==> config.mk <==
export PLATFORM = sky130hd
export DESIGN_NAME = scs_status_regs
export DESIGN_NICKNAME = d
export VERILOG_FILES = /design/src/pkg/scs_pkg.sv /design/src/scs_status_regs.sv
export SDC_FILE = /design/constraint.sdc
export NUM_CORES = 1
export LEC_CHECK = 0
export BUFFER_PORTS_ARGS = -buffer_cell sky130_fd_sc_hd__buf_2
export CELL_PAD_IN_SITES_DETAIL_PLACEMENT = 0
export CELL_PAD_IN_SITES_GLOBAL_PLACEMENT = 1
export CORE_ASPECT_RATIO = 1.2
export CORE_MARGIN = 5
export CORE_UTILIZATION = 45
export DETAILED_ROUTE_END_ITERATION = 8
export HOLD_SLACK_MARGIN = 0.05
export PLACE_DENSITY = 0.92
export SETUP_SLACK_MARGIN = 0.5
export SLEW_MARGIN = 20
export SYNTH_ARGS = -nofsm -noshare
export SYNTH_HDL_FRONTEND = slang
export SYNTH_SLANG_ARGS = --single-unit
==> constraint.sdc <==
create_clock -name core_clk -period 6.8 [get_ports core_clk]
set_input_delay 0.34 -clock core_clk [delete_from_list [all_inputs] [get_ports core_clk]]
set_output_delay 0.34 -clock core_clk [all_outputs]
set_load 0.01 [all_outputs]
==> src/pkg/scs_pkg.sv <==
// Constants for the serial channel status register block
package scs_pkg;
	// Register byte offsets on the Avalon-MM slave
	localparam logic [5:0] OFS_LINE_STATUS = 6'h00;
	localparam logic [5:0] OFS_SPECIAL_RX = 6'h04;
	localparam logic [5:0] OFS_COMMAND = 6'h08;
	localparam logic [5:0] OFS_SRC_ENABLE = 6'h0c;
	localparam logic [5:0] OFS_MODE_CTRL = 6'h10;
	localparam logic [5:0] OFS_SYNC_CHAR = 6'h14;
	// Extended read locations, zero unless extended read is on
	localparam logic [5:0] OFS_PRIME_READBACK = 6'h18;
	localparam logic [5:0] OFS_RB_MODE = 6'h1c;
	localparam logic [5:0] OFS_RB_SRC_ENABLE = 6'h20;
	localparam logic [5:0] OFS_RB_SYNC_CHAR = 6'h24;
	localparam logic [5:0] OFS_RB_COMMAND = 6'h28;

	// Command codes in bits 2:0 of the command register
	typedef enum logic [2:0] {
		SCS_CMD_NONE = 3'b000,
		SCS_CMD_RESET_EXT = 3'b001,
		SCS_CMD_SEND_ABORT = 3'b010,
		SCS_CMD_ENTER_HUNT = 3'b011,
		SCS_CMD_RESET_UNDERRUN = 3'b100,
		SCS_CMD_ERROR_RESET = 3'b101
	} scs_cmd_e;

	// Channel operating modes in the mode control register
	typedef enum logic [1:0] {
		SCS_MODE_ASYNC = 2'b00,
		SCS_MODE_CHAR_SYNC = 2'b01,
		SCS_MODE_FRAME = 2'b10,
		SCS_MODE_EXT_SYNC = 2'b11
	} scs_mode_e;

	// Mode control register fields
	localparam int MC_PRIME_PTR = 0;
	localparam int MC_MODE_LSB = 1;
	localparam int MC_XTAL = 3;
	localparam int MC_RX_EN = 4;
	localparam int MC_TX_EN = 5;
	localparam logic [7:0] MC_RESET = 8'h00;

	// Source enable register fields
	localparam int SE_BREAK = 7;
	localparam int SE_UNDERRUN = 6;
	localparam int SE_CTS = 5;
	localparam int SE_SYNC = 4;
	localparam int SE_DCD = 3;
	localparam int SE_ZERO = 1;
	localparam logic [7:0] SE_RESET = 8'hf8;

	// Prime register field and reset
	localparam int PR_EXT_READ = 6;
	localparam logic [7:0] PR_RESET = 8'h00;

	// Line status bit positions
	localparam int LS_RX_AVAIL = 0;
	localparam int LS_TX_EMPTY = 2;
	localparam logic [7:0] LS_RESET = 8'h44;

	// Special receive status bit positions
	localparam int SR_EOF = 7;
	localparam int SR_CRC_FE = 6;
	localparam int SR_OVERRUN = 5;
endpackage : scs_pkg

==> src/scs_status_regs.sv <==
// Per-channel line status and special receive status register bank
//
// Implementation choices: the placing of the registers and the Avalon-MM register port.
`timescale 1ns/100ps

module scs_status_regs (
	// Clock and reset
	input wire logic core_clk,
	input wire logic sys_rst,
	// Avalon-MM slave
	input wire logic [5:0] avs_address,
	input wire logic avs_read,
	input wire logic avs_write,
	input wire logic [31:0] avs_writedata,
	input wire logic [3:0] avs_byteenable,
	output logic [31:0] avs_readdata,
	output logic avs_waitrequest,
	// Receiver and transmitter state, same clock
	input wire logic rx_char_avail,
	input wire logic tx_entry_free,
	input wire logic tx_crc_busy,
	input wire logic tx_underrun,
	input wire logic baud_zero,
	input wire logic rx_break,
	input wire logic rx_abort,
	input wire logic rx_sync_found,
	input wire logic rx_open_flag,
	input wire logic rx_close_flag,
	input wire logic rx_char_done,
	input wire logic rx_char_err,
	input wire logic rx_head_overrun,
	input wire logic rx_overrun_read,
	// Modem and sync pins
	input wire logic cts_pin_n,
	input wire logic carrier_detect_pin_n,
	input wire logic sync_pin_n_in,
	output logic sync_pin_n_out,
	output logic sync_pin_oe,
	// Status outputs
	output logic interrupt_pending_flag
);
	logic [7:0] mode_ctrl;
	logic [7:0] ext_status_source_enable_reg;
	logic [7:0] sync_char_write_reg;
	logic [7:0] feature_enable_prime_reg;
	logic [7:0] last_cmd;
	logic [7:0] buffer_and_line_status;
	logic [7:0] special_receive_status;
	logic [2:0] pin_meta;
	logic [2:0] pin_sync;
	logic [2:0] src_latch;
	logic [2:0] src_live;
	logic [2:0] src_en, src_chg;
	logic [1:0] mode;
	logic wr_go, cmd_wr, ext_rd;
	logic cmd_rst_ext, cmd_abort, cmd_hunt, cmd_rst_und, cmd_err_rst;
	logic frozen, hunt, hunt_q, brk, brk_q, und, und_q, zc, zc_q, zc_defer;
	logic eof, crc_fe, ovr_latch;
	logic brk_evt, und_evt, hunt_evt, zc_evt, int_evt;
	logic [7:0] next_line, rd_mux;

	// Mode decode and write strobes; a write lands at the completing edge
	assign mode = mode_ctrl[scs_pkg::MC_MODE_LSB +: 2];
	assign wr_go = avs_write && !avs_waitrequest && avs_byteenable[0];
	assign cmd_wr = wr_go && avs_address == scs_pkg::OFS_COMMAND;
	assign ext_rd = feature_enable_prime_reg[scs_pkg::PR_EXT_READ];
	assign cmd_rst_ext = cmd_wr
		&& avs_writedata[2:0] == scs_pkg::SCS_CMD_RESET_EXT;
	assign cmd_abort = cmd_wr
		&& avs_writedata[2:0] == scs_pkg::SCS_CMD_SEND_ABORT;
	assign cmd_hunt = cmd_wr && avs_writedata[2:0] == scs_pkg::SCS_CMD_ENTER_HUNT;
	assign cmd_rst_und = cmd_wr
		&& avs_writedata[2:0] == scs_pkg::SCS_CMD_RESET_UNDERRUN;
	assign cmd_err_rst = cmd_wr
		&& avs_writedata[2:0] == scs_pkg::SCS_CMD_ERROR_RESET;

	// Bus handshake: one wait cycle, then an answer with waitrequest low
	always_ff @(posedge core_clk or posedge sys_rst) begin
		if (sys_rst) begin
			avs_waitrequest <= 1'b1;
			avs_readdata <= 32'h0000_0000;
		end else if ((avs_read || avs_write) && avs_waitrequest) begin
			avs_waitrequest <= 1'b0;
			avs_readdata <= avs_read ? {24'h00_0000, rd_mux} : 32'h0000_0000;
		end else begin
			avs_waitrequest <= 1'b1;
		end
	end

	// Read multiplexer; extended locations read zero when disabled
	always_comb begin
		rd_mux = 8'h00;
		case (avs_address)
			scs_pkg::OFS_LINE_STATUS: rd_mux = buffer_and_line_status;
			scs_pkg::OFS_SPECIAL_RX: rd_mux = special_receive_status;
			scs_pkg::OFS_SRC_ENABLE: rd_mux = ext_status_source_enable_reg;
			scs_pkg::OFS_MODE_CTRL: rd_mux = mode_ctrl;
			scs_pkg::OFS_PRIME_READBACK:
				rd_mux = ext_rd ? feature_enable_prime_reg : 8'h00;
			scs_pkg::OFS_RB_MODE: rd_mux = ext_rd ? mode_ctrl : 8'h00;
			scs_pkg::OFS_RB_SRC_ENABLE:
				rd_mux = ext_rd ? ext_status_source_enable_reg : 8'h00;
			scs_pkg::OFS_RB_SYNC_CHAR:
				rd_mux = ext_rd ? sync_char_write_reg : 8'h00;
			scs_pkg::OFS_RB_COMMAND: rd_mux = ext_rd ? last_cmd : 8'h00;
			default: rd_mux = 8'h00;
		endcase
	end

	// Writable registers; the sync-char address is steered by the pointer
	always_ff @(posedge core_clk or posedge sys_rst) begin
		if (sys_rst) begin
			mode_ctrl <= scs_pkg::MC_RESET;
			ext_status_source_enable_reg <= scs_pkg::SE_RESET;
			sync_char_write_reg <= 8'h00;
			feature_enable_prime_reg <= scs_pkg::PR_RESET;
			last_cmd <= 8'h00;
		end else if (wr_go) begin
			case (avs_address)
				scs_pkg::OFS_MODE_CTRL: mode_ctrl <= avs_writedata[7:0];
				scs_pkg::OFS_SRC_ENABLE:
					ext_status_source_enable_reg <= avs_writedata[7:0];
				scs_pkg::OFS_COMMAND: last_cmd <= avs_writedata[7:0];
				scs_pkg::OFS_SYNC_CHAR: begin
					if (mode_ctrl[scs_pkg::MC_PRIME_PTR])
						feature_enable_prime_reg <= avs_writedata[7:0];
					else
						sync_char_write_reg <= avs_writedata[7:0];
				end
				default: ;
			endcase
		end
	end

	// Modem pins cross in from outside: two flops before any use
	always_ff @(posedge core_clk or posedge sys_rst) begin
		if (sys_rst) begin
			pin_meta <= 3'b111;
			pin_sync <= 3'b111;
		end else begin
			pin_meta <= {sync_pin_n_in, carrier_detect_pin_n, cts_pin_n};
			pin_sync <= pin_meta;
		end
	end

	// Pin-driven sources: 0 clear-to-send, 1 carrier, 2 sync pin
	assign src_live = ~pin_sync;
	assign src_en[0] = ext_status_source_enable_reg[scs_pkg::SE_CTS];
	assign src_en[1] = ext_status_source_enable_reg[scs_pkg::SE_DCD];
	assign src_en[2] = ext_status_source_enable_reg[scs_pkg::SE_SYNC]
		&& ((mode == scs_pkg::SCS_MODE_ASYNC && !mode_ctrl[scs_pkg::MC_XTAL])
		|| mode == scs_pkg::SCS_MODE_EXT_SYNC);

	// One latch per pin source; disabled latches track the pin so enabling
	// never reports a condition that was already there
	genvar gi;
	generate
		for (gi = 0; gi < 3; gi++) begin : g_src
			assign src_chg[gi] = src_en[gi] && !interrupt_pending_flag
				&& src_live[gi] != src_latch[gi];
			always_ff @(posedge core_clk or posedge sys_rst) begin
				if (sys_rst)
					src_latch[gi] <= 1'b0;
				else if (!src_en[gi] || src_chg[gi])
					src_latch[gi] <= src_live[gi];
			end
		end
	endgenerate

	// Break or abort follows the receiver; other modes show zero
	always_comb begin
		case (mode)
			scs_pkg::SCS_MODE_ASYNC: brk = rx_break;
			scs_pkg::SCS_MODE_FRAME: brk = rx_abort;
			default: brk = 1'b0;
		endcase
	end

	// Hunt flag for character sync and frame modes
	always_ff @(posedge core_clk or posedge sys_rst) begin
		if (sys_rst)
			hunt <= 1'b1;
		else if (cmd_hunt || (mode == scs_pkg::SCS_MODE_FRAME
			&& !mode_ctrl[scs_pkg::MC_RX_EN]))
			hunt <= 1'b1;
		else if (mode == scs_pkg::SCS_MODE_CHAR_SYNC && rx_sync_found)
			hunt <= 1'b0;
		else if (mode == scs_pkg::SCS_MODE_FRAME && rx_open_flag)
			hunt <= 1'b0;
	end

	// Underrun latch: any set source wins over the clearing command
	always_ff @(posedge core_clk or posedge sys_rst) begin
		if (sys_rst)
			und <= 1'b1;
		else if (tx_underrun || cmd_abort || !mode_ctrl[scs_pkg::MC_TX_EN])
			und <= 1'b1;
		else if (cmd_rst_und)
			und <= 1'b0;
	end

	// Previous values for edge detection
	always_ff @(posedge core_clk or posedge sys_rst) begin
		if (sys_rst) begin
			hunt_q <= 1'b1;
			brk_q <= 1'b0;
			und_q <= 1'b1;
			zc_q <= 1'b0;
		end else begin
			hunt_q <= hunt;
			brk_q <= brk;
			und_q <= und;
			zc_q <= zc;
		end
	end

	// Interrupt causes; break edges count even while one is pending
	assign zc = ext_status_source_enable_reg[scs_pkg::SE_ZERO] && baud_zero;
	assign brk_evt = ext_status_source_enable_reg[scs_pkg::SE_BREAK]
		&& brk != brk_q;
	assign und_evt = ext_status_source_enable_reg[scs_pkg::SE_UNDERRUN]
		&& und && !und_q;
	assign hunt_evt = ext_status_source_enable_reg[scs_pkg::SE_SYNC]
		&& hunt != hunt_q && (mode == scs_pkg::SCS_MODE_CHAR_SYNC
		|| mode == scs_pkg::SCS_MODE_FRAME);
	assign zc_evt = (zc && !zc_q && !interrupt_pending_flag)
		|| (zc && cmd_rst_ext && (zc_defer || !zc_q));
	assign int_evt = (|src_chg) || brk_evt || und_evt || hunt_evt || zc_evt;

	// Zero count that arrives during service waits for the service to end
	always_ff @(posedge core_clk or posedge sys_rst) begin
		if (sys_rst)
			zc_defer <= 1'b0;
		else if (!zc || cmd_rst_ext)
			zc_defer <= 1'b0;
		else if (zc && !zc_q && interrupt_pending_flag)
			zc_defer <= 1'b1;
	end

	// Pending flag: a new cause in the clearing cycle keeps it set
	always_ff @(posedge core_clk or posedge sys_rst) begin
		if (sys_rst)
			interrupt_pending_flag <= 1'b0;
		else if (int_evt)
			interrupt_pending_flag <= 1'b1;
		else if (cmd_rst_ext)
			interrupt_pending_flag <= 1'b0;
	end

	// Line status image, assembled from latched or live sources
	always_comb begin
		next_line[7] = brk;
		next_line[6] = und;
		next_line[5] = src_en[0] ? src_latch[0] : src_live[0];
		next_line[3] = src_en[1] ? src_latch[1] : src_live[1];
		case (mode)
			scs_pkg::SCS_MODE_ASYNC:
				next_line[4] = mode_ctrl[scs_pkg::MC_XTAL] ? 1'b0
					: (src_en[2] ? src_latch[2] : src_live[2]);
			scs_pkg::SCS_MODE_EXT_SYNC:
				next_line[4] = src_en[2] ? src_latch[2] : src_live[2];
			default: next_line[4] = hunt;
		endcase
		next_line[2] = tx_entry_free && !tx_crc_busy;
		next_line[1] = zc;
		next_line[0] = rx_char_avail;
	end

	// Freeze spans the read beat of the line status register
	always_ff @(posedge core_clk or posedge sys_rst) begin
		if (sys_rst)
			frozen <= 1'b0;
		else
			frozen <= avs_read && avs_waitrequest
				&& avs_address == scs_pkg::OFS_LINE_STATUS;
	end

	// Image holds still while frozen so the answer matches one snapshot
	always_ff @(posedge core_clk or posedge sys_rst) begin
		if (sys_rst)
			buffer_and_line_status <= scs_pkg::LS_RESET;
		else if (!frozen)
			buffer_and_line_status <= next_line;
	end

	// End of frame, check/framing error and overrun latch
	always_ff @(posedge core_clk or posedge sys_rst) begin
		if (sys_rst) begin
			eof <= 1'b0;
			crc_fe <= 1'b0;
			ovr_latch <= 1'b0;
		end else begin
			if (mode != scs_pkg::SCS_MODE_FRAME)
				eof <= 1'b0;
			else if (rx_close_flag)
				eof <= 1'b1;
			else if (cmd_err_rst || rx_char_done)
				eof <= 1'b0;
			if (rx_char_done)
				crc_fe <= rx_char_err;
			else if (cmd_err_rst)
				crc_fe <= 1'b0;
			if (rx_overrun_read)
				ovr_latch <= 1'b1;
			else if (cmd_err_rst)
				ovr_latch <= 1'b0;
		end
	end

	// Special receive image; residue and all-sent bits read zero here
	always_ff @(posedge core_clk or posedge sys_rst) begin
		if (sys_rst)
			special_receive_status <= 8'h00;
		else
			special_receive_status <= {eof, crc_fe,
				ovr_latch || rx_head_overrun, 5'h00};
	end

	// Sync pin is an output only in character sync mode
	always_ff @(posedge core_clk or posedge sys_rst) begin
		if (sys_rst) begin
			sync_pin_oe <= 1'b0;
			sync_pin_n_out <= 1'b1;
		end else begin
			sync_pin_oe <= mode == scs_pkg::SCS_MODE_CHAR_SYNC;
			sync_pin_n_out <= !(mode == scs_pkg::SCS_MODE_CHAR_SYNC
				&& rx_sync_found);
		end
	end
endmodule : scs_status_regs

== After elaboration in Yosys (flattened, before gate mapping) ==
Cells that the tools add are included.
Storage, ports and cells
  flip-flop bits (word level): 107
  logic and storage cells: 163
Operators by class
  equal/unequal tests: 24
  muxes and demuxes: 29
  bitwise gates (word level): 2
  reductions and logical operators: 80
Operators with widths (count)
  $pmux W8 S9: 1
  $mux W8: 6
  $logic_and A1 B1 Y1: 34
  $eq A6 B5 Y1 const B: 4
  $mux W1: 20
  $eq A6 B6 Y1 const B: 3
  $logic_or A1 B1 Y1: 18
  $logic_not A1 Y1: 13
  $eq A6 B4 Y1 const B: 2
  $reduce_bool A2 Y1: 5
  $eq A3 B2 Y1 const B: 2
  $eq A3 B3 Y1 const B: 2
  $eq A6 B3 Y1 const B: 1
  $logic_not A6 Y1: 1
  $reduce_and A2 Y1: 3
  $reduce_and A3 Y1: 2
  $reduce_bool A3 Y1: 2
  $ne A1 B1 Y1: 5
  $eq A2 B2 Y1 const B: 2
  $pmux W1 S2: 2
  $eq A3 B1 Y1 const B: 1
  $not A3 Y3: 1
  $reduce_or A3 Y1: 1
  $eq A2 B1 Y1 const B: 1
  other kinds (3): 3

== Longest topological paths before layout ==
Gate-level depths: netlist (run 1).
  depth in word-level cells: 12
  gate-level depth with buffers: 7
  mapped depth without buffers: 6

== Worst setup path before layout (run 1) ==
OpenSTA, ideal clock, no wires.
  kind: input -> register
  from: input avs_address[4]
  to: register sync_char_write_reg[0]
  arrival: 1.800 ns
  data required time: 6.675 ns
  slack: 4.875 ns
  stages on the path: 7
  buffers on the path: 3
  cell sequence: buf_6 or4b_1 buf_2 nor2_4 and3b_1 buf_4 mux2_2
On the way
  longest elaborated chain between the ends: 2
Ends and longest elaborated chain
  from (decl): RTL line scs_status_regs.sv:11  | input wire logic [5:0] avs_address,
  $eq A6 B5 Y1: RTL line scs_status_regs.sv:119  | case (avs_address)
  $reduce_and A3 Y1 (no line)
  to (signal assigned): RTL line scs_status_regs.sv:128  | sync_char_write_reg <= avs_writedata[7:0];
  to (decl): RTL line scs_status_regs.sv:44  | logic [7:0] sync_char_write_reg;
No other way between the ends.
A chain may end at the register's enable or synchronous reset.

== Final worst setup path (run 1) ==
  from: input avs_address[2]
  to: register sync_char_write_reg[6]
The elaborated chain is that of the path after synthesis.

==> qor.yml, run 1 <==
synth_top_area_cell: "dfrtp_1"
clk_pin_slew_ps: 80
diodes: 0
die_area_mm2: 0.01146
layout_common_cells: "dfrtp_1 (64), buf_2 (47), mux2_2 (43)"
drt_wl_total_mm: 9.976
clockBufferDepth: 2
final_common_cell: "dfrtp_1"
cp.required_ps: 7060
synth_mux_area_frac: 0.1404
cts_buffers: 9
layout_worst_path_cycle_share: 0.3389
drc: 0
final_net_count: 484
grt_usage: 0.1841
drt-initial-drc-count: 238
dr.pass1.iters: 4
viasPerCell: 5.572
port_buffers: 47
leakagePower_nw: 2.113
gp_congestion: 0.8621
max-cap-violations: 0
cts_max_level: 3
vdd_drop_max_uv: 128.8
cp-start-kind: "primary input"
ioPinCount: 99
synthToLayoutAreaGrowth_pct: 11.41
hpwlAfterDp_mm: 7.095
slowest_stage: "nor2b_1"
dp_cells: 523
final_core_util: 0.5167
path_max_fanout: 35
grt_overflow_total: 0
die_w_um: 98.55
syn_avg_cell_area_um2: 11.35
min_period_ps: 2305
synth-compound-area-share: 0.1277
grt_pass1_wl_mm: 16.29
tns_ps: 0
path_buf_inv: 1
hold_viol_final: 0
synthTopCellsByArea: "dfrtp_1 (38%), dfstp_2 (12%), mux2_2 (11%)"
ys_ff_latch: 83
fin_cells: 542
rows: 38
slew_viol_final: 0
setup_viol: 0
ys.flop_type: "dfrtp_1"
cts.sinks: 83
ant_nets: 0
fin_skew_ps: 7.289
p_per_area_mw_per_mm2: 238.4
avgRoutedWirePerCell_um: 18.41
yosysUniqueCellTypes: 60
yosys_warnings: 0
cp_top_family: "simple AND/OR/NAND/NOR gates"
worstSkewPairLatency_ps: 370
synthXorXnorAreaFrac: 0.01241
grt_max_degree: 84
cp_slowest_stage_delay_ps: 760
synth_top_family_by_area: "multiplexers"
synth_top_area_share: 0.3783
synth_fa_ha_area_frac: 0.01182
fmax_mhz: 433.9
hp-class: "primary input to flip-flop"
cts_tree: "yes"
status: "completed"
yosys.area_share.simple: 0.1365
arrival_ps: 2560
grt_setup_unrepaired: "false"
power_w: 0.001125
antenna_found_initial: 0
die_h_um: 116.3
syn_area_mm2: 0.004234
cts_root_buffer: "clkbuf_8"
max_slew.worst_pin.slew_ps: 980.2
fillers: 804
hold_ws_ps: 120.5
initial_core_util: 0.4638
synth_edf_count: 0
syn_inst: 373
crit_type: "primary input to flip-flop"
grt_pass1_vias: 3045
vias: 3020
seq_area_frac_synth: 0.4962
post_cts_buffers: 0
ctsResizeCount: 0
drive_above_1_share: 0.3341
synthArstFlopShare: 1.000
cp-end-kind: "flip-flop"
cp_cell_sequence: "buf_2, nor2b_1, and3b_1, mux2_2"
fp.coreArea_mm2: 0.009129
slew_headroom: 0.3405
synthesized netlist by cell type, types with 4 or more instances:
| cell | number |
|---|---|
| o21ai_0 | 12 |
| a21oi_1 | 10 |
| ha_1 | 4 |
| dfrtp_1 | 64 |
| nand3_1 | 12 |
| a22oi_1 | 7 |
| mux2i_1 | 11 |
| nand2b_1 | 9 |
| nor3_1 | 6 |
| dfstp_2 | 19 |
| o211ai_1 | 12 |
| nand2_1 | 30 |
| inv_1 | 13 |
| mux2_2 | 43 |
| o2bb2ai_1 | 8 |
| nor2_1 | 6 |
| clkbuf_1 | 7 |
| buf_1 | 4 |
| a211oi_1 | 7 |
| or3b_2 | 5 |
| buf_4 | 27 |
cell type report:
cell class | count | area, µm² | area share
multi-input combinational | 259 | 1906 | 0.4040
clock buffer | 12 | 135.1 | 0.02865
tap | 120 | 150.1 | 0.03183
clock inverter | 4 | 98.84 | 0.02095
sequential | 83 | 2101 | 0.4454
timing repair buffer | 51 | 276.5 | 0.05862
inverter | 13 | 50.05 | 0.01061
timing repair:
| item | CTS | global route |
|---|---|---|
| setup endpoints to repair | 0 | 0 |
| endpoints found under the hold margin | 0 | 3 |
| hold buffers | 0 | 3 |
worst paths after layout:
kind / from / to / slack, ps / cells past startpoint
worst max-delay path: avs_address[2] / sync_char_write_reg[6] / 4500 / 4
max in group asynchronous: sys_rst / ext_status_source_enable_reg[0] / 6140 / 3
worst max register to register: feature_enable_prime_reg[6] / avs_readdata[3] / 4630 / 4
min in group asynchronous: sys_rst / sync_pin_oe / 130 / 3
worst min register to register: pin_meta[1] / pin_sync[1] / 360 / 0
worst min-delay path: rx_sync_found / sync_pin_n_out / 120 / 2
cell families after synthesis:
kind of cell,Yosys count
xor gates and xnor gates,6
AOI/OAI and AO/OA,76
DFF,83
buffers and inverters,54
and+or+nand+nor,95
muxes,54
adders and majority gates,4
other,1
metal layers:
metal | vias up | wire length (µm) | track usage
met5 | - | 0 | 0
met1 | 1516 | 4122 | 0.2301
met4 | 0 | 197 | 0.06831
li1 | 1394 | - | -
met2 | 98 | 5077 | 0.3081
met3 | 12 | 579 | 0.05018
worst register-to-register path, cell delays in order (launching register included):
cell	delay (ps)
dfrtp_1	570
or3b_2	550
nor3b_2	550
a22oi_1	220
o211ai_1	200
metrics by stage:
step / cell area, µm² / worst slack (ps)
floorplan: 4320 / 4355
global placement: 4449 / 4195
detailed placement: 4449 / 4117
CTS: 4683 / 4512
global route: 4717 / 4391
finish: 4717 / 4495
power breakdown:
part / total (W) / switching [W] / leakage, nW / internal (W)
clock network: 0.000427 / 0.000182 / 0.115 / 0.000245
logic: 0.000131 / 0.0000754 / 0.951 / 0.0000559
registers: 0.000566 / 0.0000297 / 1.05 / 0.000537
total: 0.00112 / 0.000287 / 2.11 / 0.000838
Power figures use the tool's default switching activity.
==> inputs of run 2 (changes only) <==
CORE_UTILIZATION = 38   (was 45)
PLACE_DENSITY = 0.83   (was 0.92)
clock period = 2 ns   (was 6.8 ns; I/O delays follow)
==> run 2 against run 1 <==
- die area increased by 17%
- highest routed layer unchanged
- first-iteration DRC count decreased by 25%
- critical endpoint is now sync_char_write_reg[3]
- largest power group unchanged
- critical path type is now flip-flop to flip-flop
- combinational power increased to 4.1 times the previous value
- total power increased to 3.5 times the previous value
==> qor.yml, run 2 (same netlist as run 1, synthesis figures left out) <==
viasPerCell: 5.353  # was 5.572
clk_pin_slew_ps: 60  # was 80 ps
ant_nets: 0  # unchanged
hold_viol_final: 0  # unchanged
hpwlAfterDp_mm: 8.005  # was 7.095 mm
drt_wl_total_mm: 11.04  # was 9.976 mm
cts.sinks: 83  # unchanged
layout_worst_path_cycle_share: 0.7900
slew_viol_final: 0  # unchanged
max_slew.worst_pin.slew_ps: 593.2  # was 980.2 ps
grt_usage: 0.1664  # was 0.1841
cts_tree: "yes"  # unchanged
final_common_cell: "dfrtp_1"  # unchanged
synthToLayoutAreaGrowth_pct: 25.21  # was 11.41%
cts_buffers: 9  # unchanged
min_period_ps: 1580
path_max_fanout: 8  # was 35
status: "completed"  # unchanged
seqCellArea_mm2: 0.002101  # unchanged
layout_common_cells: "dfrtp_1 (64), buf_2 (47), mux2_2 (29), nand2_1 (29), conb_1 (24)"  # was dfrtp_1 (64), buf_2 (47), mux2_2 (43)
vias: 3201  # was 3020
dr.pass1.iters: 4  # unchanged
fmax_mhz: 632.9
leakagePower_nw: 2.382  # was 2.113 nW
comb_power_share: 0.136  # was 0.117
avgRoutedWirePerCell_um: 18.46  # was 18.41 µm
hp-class: "primary input to flip-flop"  # unchanged
slowest_stage: "dfstp_2"  # was nor2b_1
power.clock.fraction: 0.373  # was 0.380
wl_met1_mm: 4.666  # was 4.122 mm
fin_cells: 598  # was 542
grt_pass1_vias: 3207  # was 3045
clockBufferDepth: 2  # unchanged
drt-initial-drc-count: 179  # was 238
rows: 42  # was 38
met2WireLength_mm: 5.414  # was 5.077 mm
vdd_drop_max_uv: 333.2  # was 128.8 µV
grt_max_degree: 47  # was 84
p_int_w: 0.002912  # was 0.0008378 W
final_core_util: 0.4827  # was 0.5167
gp_congestion: 0.9022  # was 0.8621
drive_above_1_share: 0.4056  # was 0.3341
die_h_um: 125.6  # was 116.3 µm
crit_type: "flip-flop to flip-flop"  # was primary input to flip-flop
worstSkewPairLatency_ps: 340  # was 370 ps
arrival_ps: 1800  # was 2560 ps
grt_overflow_total: 0  # unchanged
antenna_found_initial: 0  # unchanged
grt_setup_unrepaired: "true"  # was false
cp-end-kind: "flip-flop"  # unchanged
fillers: 986  # was 804
die_area_mm2: 0.01336  # was 0.01146 mm²
port_buffers: 47  # unchanged
setup_viol: 0  # unchanged
p_seq_frac: 0.491  # was 0.504
multiInputGateArea_mm2: 0.002034  # was 0.001906 mm²
dp_cells: 563  # was 523
fin_skew_ps: 5.007  # was 7.289 ps
maxUsedRoutingLayer: "met4"  # unchanged
die_w_um: 106.4  # was 98.55 µm
p_per_area_mw_per_mm2: 741.4  # was 238.4 mW/mm²
cts_root_buffer: "clkbuf_16"  # was clkbuf_8
cp-start-kind: "flip-flop"  # was primary input
max-cap-violations: 0  # unchanged
grt_pass1_wl_mm: 17.34  # was 16.29 mm
diodes: 0  # unchanged
fp.coreArea_mm2: 0.01098  # was 0.009129 mm²
drc: 0  # unchanged
p_sw_w: 0.001019  # was 0.0002867 W
wl_met3_um: 610  # was 579 µm
final_net_count: 528  # was 484
initial_core_util: 0.3855  # was 0.4638
hold_ws_ps: 70.27  # was 120.5 ps
cp_slowest_stage_delay_ps: 520  # was 760 ps
switching_share: 0.2591  # was 0.2550
cts_max_level: 3  # unchanged
cp_cell_sequence: "nand3b_1, buf_6, nor2_4, and3b_2, buf_12, mux2_4"  # was buf_2, nor2b_1, and3b_1, mux2_2
cp.required_ps: 2220  # was 7060 ps
slew_headroom: 0.6045  # was 0.3405
tns_ps: 0  # unchanged
ioPinCount: 99  # unchanged
## run 2: final timing paths
kind                                        from                      to  slack [ps]  cells after the start
min in group asynchronous                sys_rst  interrupt_pending_flag         290                      3
worst min register to register       pin_meta[2]             pin_sync[2]         350                      0
max in group asynchronous                sys_rst                   und_q        1050                      4
worst max-delay path             avs_waitrequest  sync_char_write_reg[3]         420                      6
worst max register to register   avs_waitrequest  sync_char_write_reg[3]         420                      6
worst min-delay path            avs_writedata[7]             last_cmd[7]          70                      2
## run 2: layer usage
metal  vias up  track usage
li1       1484            -
met1      1602       0.2153
met2        93       0.2686
met3        22      0.03838
met4         0      0.06860
met5         -            0
## run 2: what timing repair did
item                                    4_1_cts  5_1_grt
resized for setup                            18       13
pin swaps                                    12       11
endpoints found under the setup margin       48       52
setup buffers                                 3        1
hold buffers                                 15        0
hold endpoints to repair                     30        0
## run 2: layout make-up
class	count	share of cell area
Timing Repair Buffer	95	0.1305
Clock buffer	12	0.04461
Tap cell	132	0.03115
Clock inverter	4	0.003776
Multi-Input combinational cell	259	0.3838
Sequential cell	83	0.3963
Inverter	13	0.009913
## run 2: stage by stage
| step | power, W | area [µm²] | setup slack [ps] |
|---|---|---|---|
| after floorplan | 0.002280 | 4379 | 325.4 |
| final | 0.003930 | 5301 | 420.0 |
| after global routing | 0.004111 | 5301 | 363.0 |
| after detailed placement | 0.002441 | 4738 | 170.6 |
| after CTS | 0.003947 | 5236 | 415.8 |
| after global placement | 0.002424 | 4738 | 178.5 |
## run 2: worst max-delay path: cells and delay by family (launching register included)
kind	cells	cell delay, ps
buf+inv	2	290
flops	1	520
mux	1	290
simple gates	3	360
## run 2: power groups by stage
stage                     sequential (W)  clock [W]  combinational, W
after floorplan                  0.00192          0          0.000359
after global placement           0.00195          0          0.000477
after detailed placement         0.00196          0          0.000486
after CTS                        0.00193    0.00149          0.000524
after global routing             0.00194    0.00158          0.000588
final                            0.00193    0.00147          0.000534
==> inputs of run 3 (changes only) <==
CORE_UTILIZATION = 42   (was 38)
PLACE_DENSITY = 0.87   (was 0.83)
clock period = 1.5 ns   (was 2 ns; I/O delays follow)
==> run 3 against run 2 <==
- the flow now finishes with violations (setup timing)
- clock skew about the same
- hold slack got worse by 28 ps
- non-clock buffer count increased by 33
- global-route usage increased by 4.6 points
- sequential share of layout area decreased by 4.4 points
- fmax decreased by 7.6%
- sequential cell count unchanged
- first-iteration DRC count increased by 80%
- combinational power increased by 73%
- critical path type unchanged
- critical endpoint is now interrupt_pending_flag
- largest power group unchanged
==> qor.yml, run 3 (same netlist as run 1, synthesis figures left out) <==
cp_slowest_stage_delay_ps: 370  # was 520 ps
cp_cell_sequence: "nand3b_1, buf_6, buf_6, nor4_4, mux2i_1, o211ai_1"  # was nand3b_1, buf_6, nor2_4, and3b_2, buf_12, mux2_4
leakagePower_nw: 2.706  # was 2.382 nW
fin_skew_ps: 5.507  # was 5.007 ps
max-cap-violations: 0  # unchanged
place_ws_ps: -273.5  # was 170.6 ps
layout_worst_path_cycle_share: 1.140  # was 0.7900
dpl_cell_area_mm2: 0.004901  # was 0.004738 mm²
hold_end: "frozen"  # was last_cmd[7]
drive_above_1_share: 0.4900  # was 0.4056
ioPinCount: 99  # unchanged
violations: "setup timing"
cts_max_level: 3  # unchanged
clk_pin_slew_ps: 60  # about the same
avgRoutedWirePerCell_um: 20.19  # was 18.46 µm
cp_top_family: "simple AND/OR/NAND/NOR gates"  # was flip-flops
setup_viol: 54  # was 0
cp.required_ps: 1710  # was 2220 ps
layout_common_cells: "dfrtp_1 (62), buf_2 (44), mux2_4 (40)"  # was dfrtp_1 (64), buf_2 (47), mux2_2 (29), nand2_1 (29), conb_1 (24)
cts_root_buffer: "clkbuf_16"  # unchanged
fmax_mhz: 584.7  # was 632.9 MHz
cts_tree: "yes"  # unchanged
clockBufferDepth: 2  # unchanged
grt_setup_unrepaired: "true"  # unchanged
min_period_ps: 1710  # was 1580 ps
cts.sinks: 83  # unchanged
hpwlAfterDp_mm: 8.476  # was 8.005 mm
vdd_drop_max_uv: 569.1  # was 333.2 µV
crit_type: "flip-flop to flip-flop"  # unchanged
grt_usage: 0.2124  # was 0.1664
fin_cells: 626  # was 598
hp-class: "primary input to flip-flop"  # unchanged
drc: 0  # unchanged
vias: 3499  # was 3201
slowest_stage: "dfstp_2"  # unchanged
grt_overflow_total: 0  # unchanged
min_from: "avs_read"  # was avs_writedata[7]
dp_cells: 573  # was 563
diodes: 0  # unchanged
synthToLayoutAreaGrowth_pct: 41.08  # was 25.21%
drt-initial-drc-count: 323  # was 179
cp-end-kind: "flip-flop"  # unchanged
path_max_fanout: 4  # was 8
arrival_ps: 1920  # was 1800 ps
p_per_area_mw_per_mm2: 972.3  # was 741.4 mW/mm²
status: "complete, but fails checks"  # was completed
port_buffers: 47  # unchanged
path_buf_inv: 2  # unchanged
finalInstanceArea_mm2: 0.005973  # was 0.005301 mm²
initial_core_util: 0.4251  # was 0.3855
antenna_found_initial: 0  # unchanged
rows: 40  # was 42
grt_pass1_vias: 3557  # was 3207
worstSkewPairLatency_ps: 340  # about the same
cpMostUsedCell: "buf_6"
cts-hold-fix-buffers: 18  # was 15
final_net_count: 562  # was 528
die_area_mm2: 0.01220  # was 0.01336 mm²
r2r_end: "interrupt_pending_flag"  # was sync_char_write_reg[3]
die_w_um: 101.7  # was 106.4 µm
gp_congestion: 0.8875  # was 0.9022
fp.coreArea_mm2: 0.009960  # was 0.01098 mm²
die_h_um: 120.0  # was 125.6 µm
rr_worst_depth: 6  # unchanged
viasPerCell: 5.589  # was 5.353
r2r_start: "avs_waitrequest"  # unchanged
hold_viol_final: 0  # unchanged
rrSetupSlack_ps: -210  # was 420 ps
ant_nets: 0  # unchanged
tns_ps: -6228  # was 0 ps
drt_wl_total_mm: 12.64  # was 11.04 mm
cts_buffers: 9  # unchanged
cp-start-kind: "flip-flop"  # unchanged
grt_pass1_wl_mm: 19.56  # was 17.34 mm
min_path_cells: 3  # was 2
grt_max_degree: 41  # was 47
layout_setup_ws_ps: -210.3  # was 420.0 ps
final_common_cell: "dfrtp_1"  # unchanged
cp_num_cells: 6  # unchanged
dr.pass1.iters: 4  # unchanged
slew_viol_final: 0  # unchanged
==> run 3: metal layers <==
metal,track usage,part of all wire,up-vias,wire (µm)
met5,0,0,-,0
met4,0.1072,0.041,0,520
met3,0.04128,0.072,36,909
met2,0.3527,0.50,166,6370
met1,0.2590,0.38,1732,4840
li1,-,-,1565,-
==> run 3: through the flow <==
stage | total power, W | hold slack (ps) | utilization
after global routing | 0.006045 | 33.73 | 0.5997
final | 0.005808 | 42.20 | 0.5997
after detailed placement | 0.003305 | 130.7 | 0.4921
after global placement | 0.003282 | 122.0 | 0.4921
after floorplan | 0.003050 | 79.48 | -
after CTS | 0.005767 | 35.21 | 0.5837
==> run 3: report_power, final <==
group / total [W] / internal (W) / switching (W)
Clock: 0.00230 / 0.00135 / 0.000946
Combinational: 0.000925 / 0.000471 / 0.000454
Sequential: 0.00259 / 0.00244 / 0.000151
Total: 0.00581 / 0.00426 / 0.00155
==> run 3: cell type report <==
class | count | area [µm²]
repair inverters | 1 | 5.005
repair buffers | 128 | 1036
clock buffers | 10 | 239.0
well taps | 126 | 157.7
flip-flops and latches | 83 | 2103
fillers | 768 | 3986
clock inverters | 6 | 71.32
multi-input cells | 259 | 2308
inverters | 13 | 52.55
==> run 3: worst register-to-register path, stage by stage, from the launching register on <==
cell and delay (ps):
dfstp_2 370, nand3b_1 240, buf_6 190, buf_6 110, nor4_4 240, mux2i_1 300
o211ai_1 120
==> run 3: worst max-delay path by stage <==
stage,to,from,slack (ps)
after floorplan,sync_char_write_reg[0],avs_waitrequest,-170
after global routing,interrupt_pending_flag,avs_waitrequest,-280
after global placement,interrupt_pending_flag,avs_waitrequest,-260
after detailed placement,interrupt_pending_flag,avs_waitrequest,-270
final,interrupt_pending_flag,avs_waitrequest,-210
after CTS,eof,avs_waitrequest,-190
==> run 3: what timing repair did <==
item | 4_1_cts | 5_1_grt
resized for setup | 86 | 24
hold endpoints to repair | 40 | 1
setup buffers | 9 | 8
gates cloned | 0 | 2
pin swaps | 25 | 9
setup endpoints to repair | 67 | 77
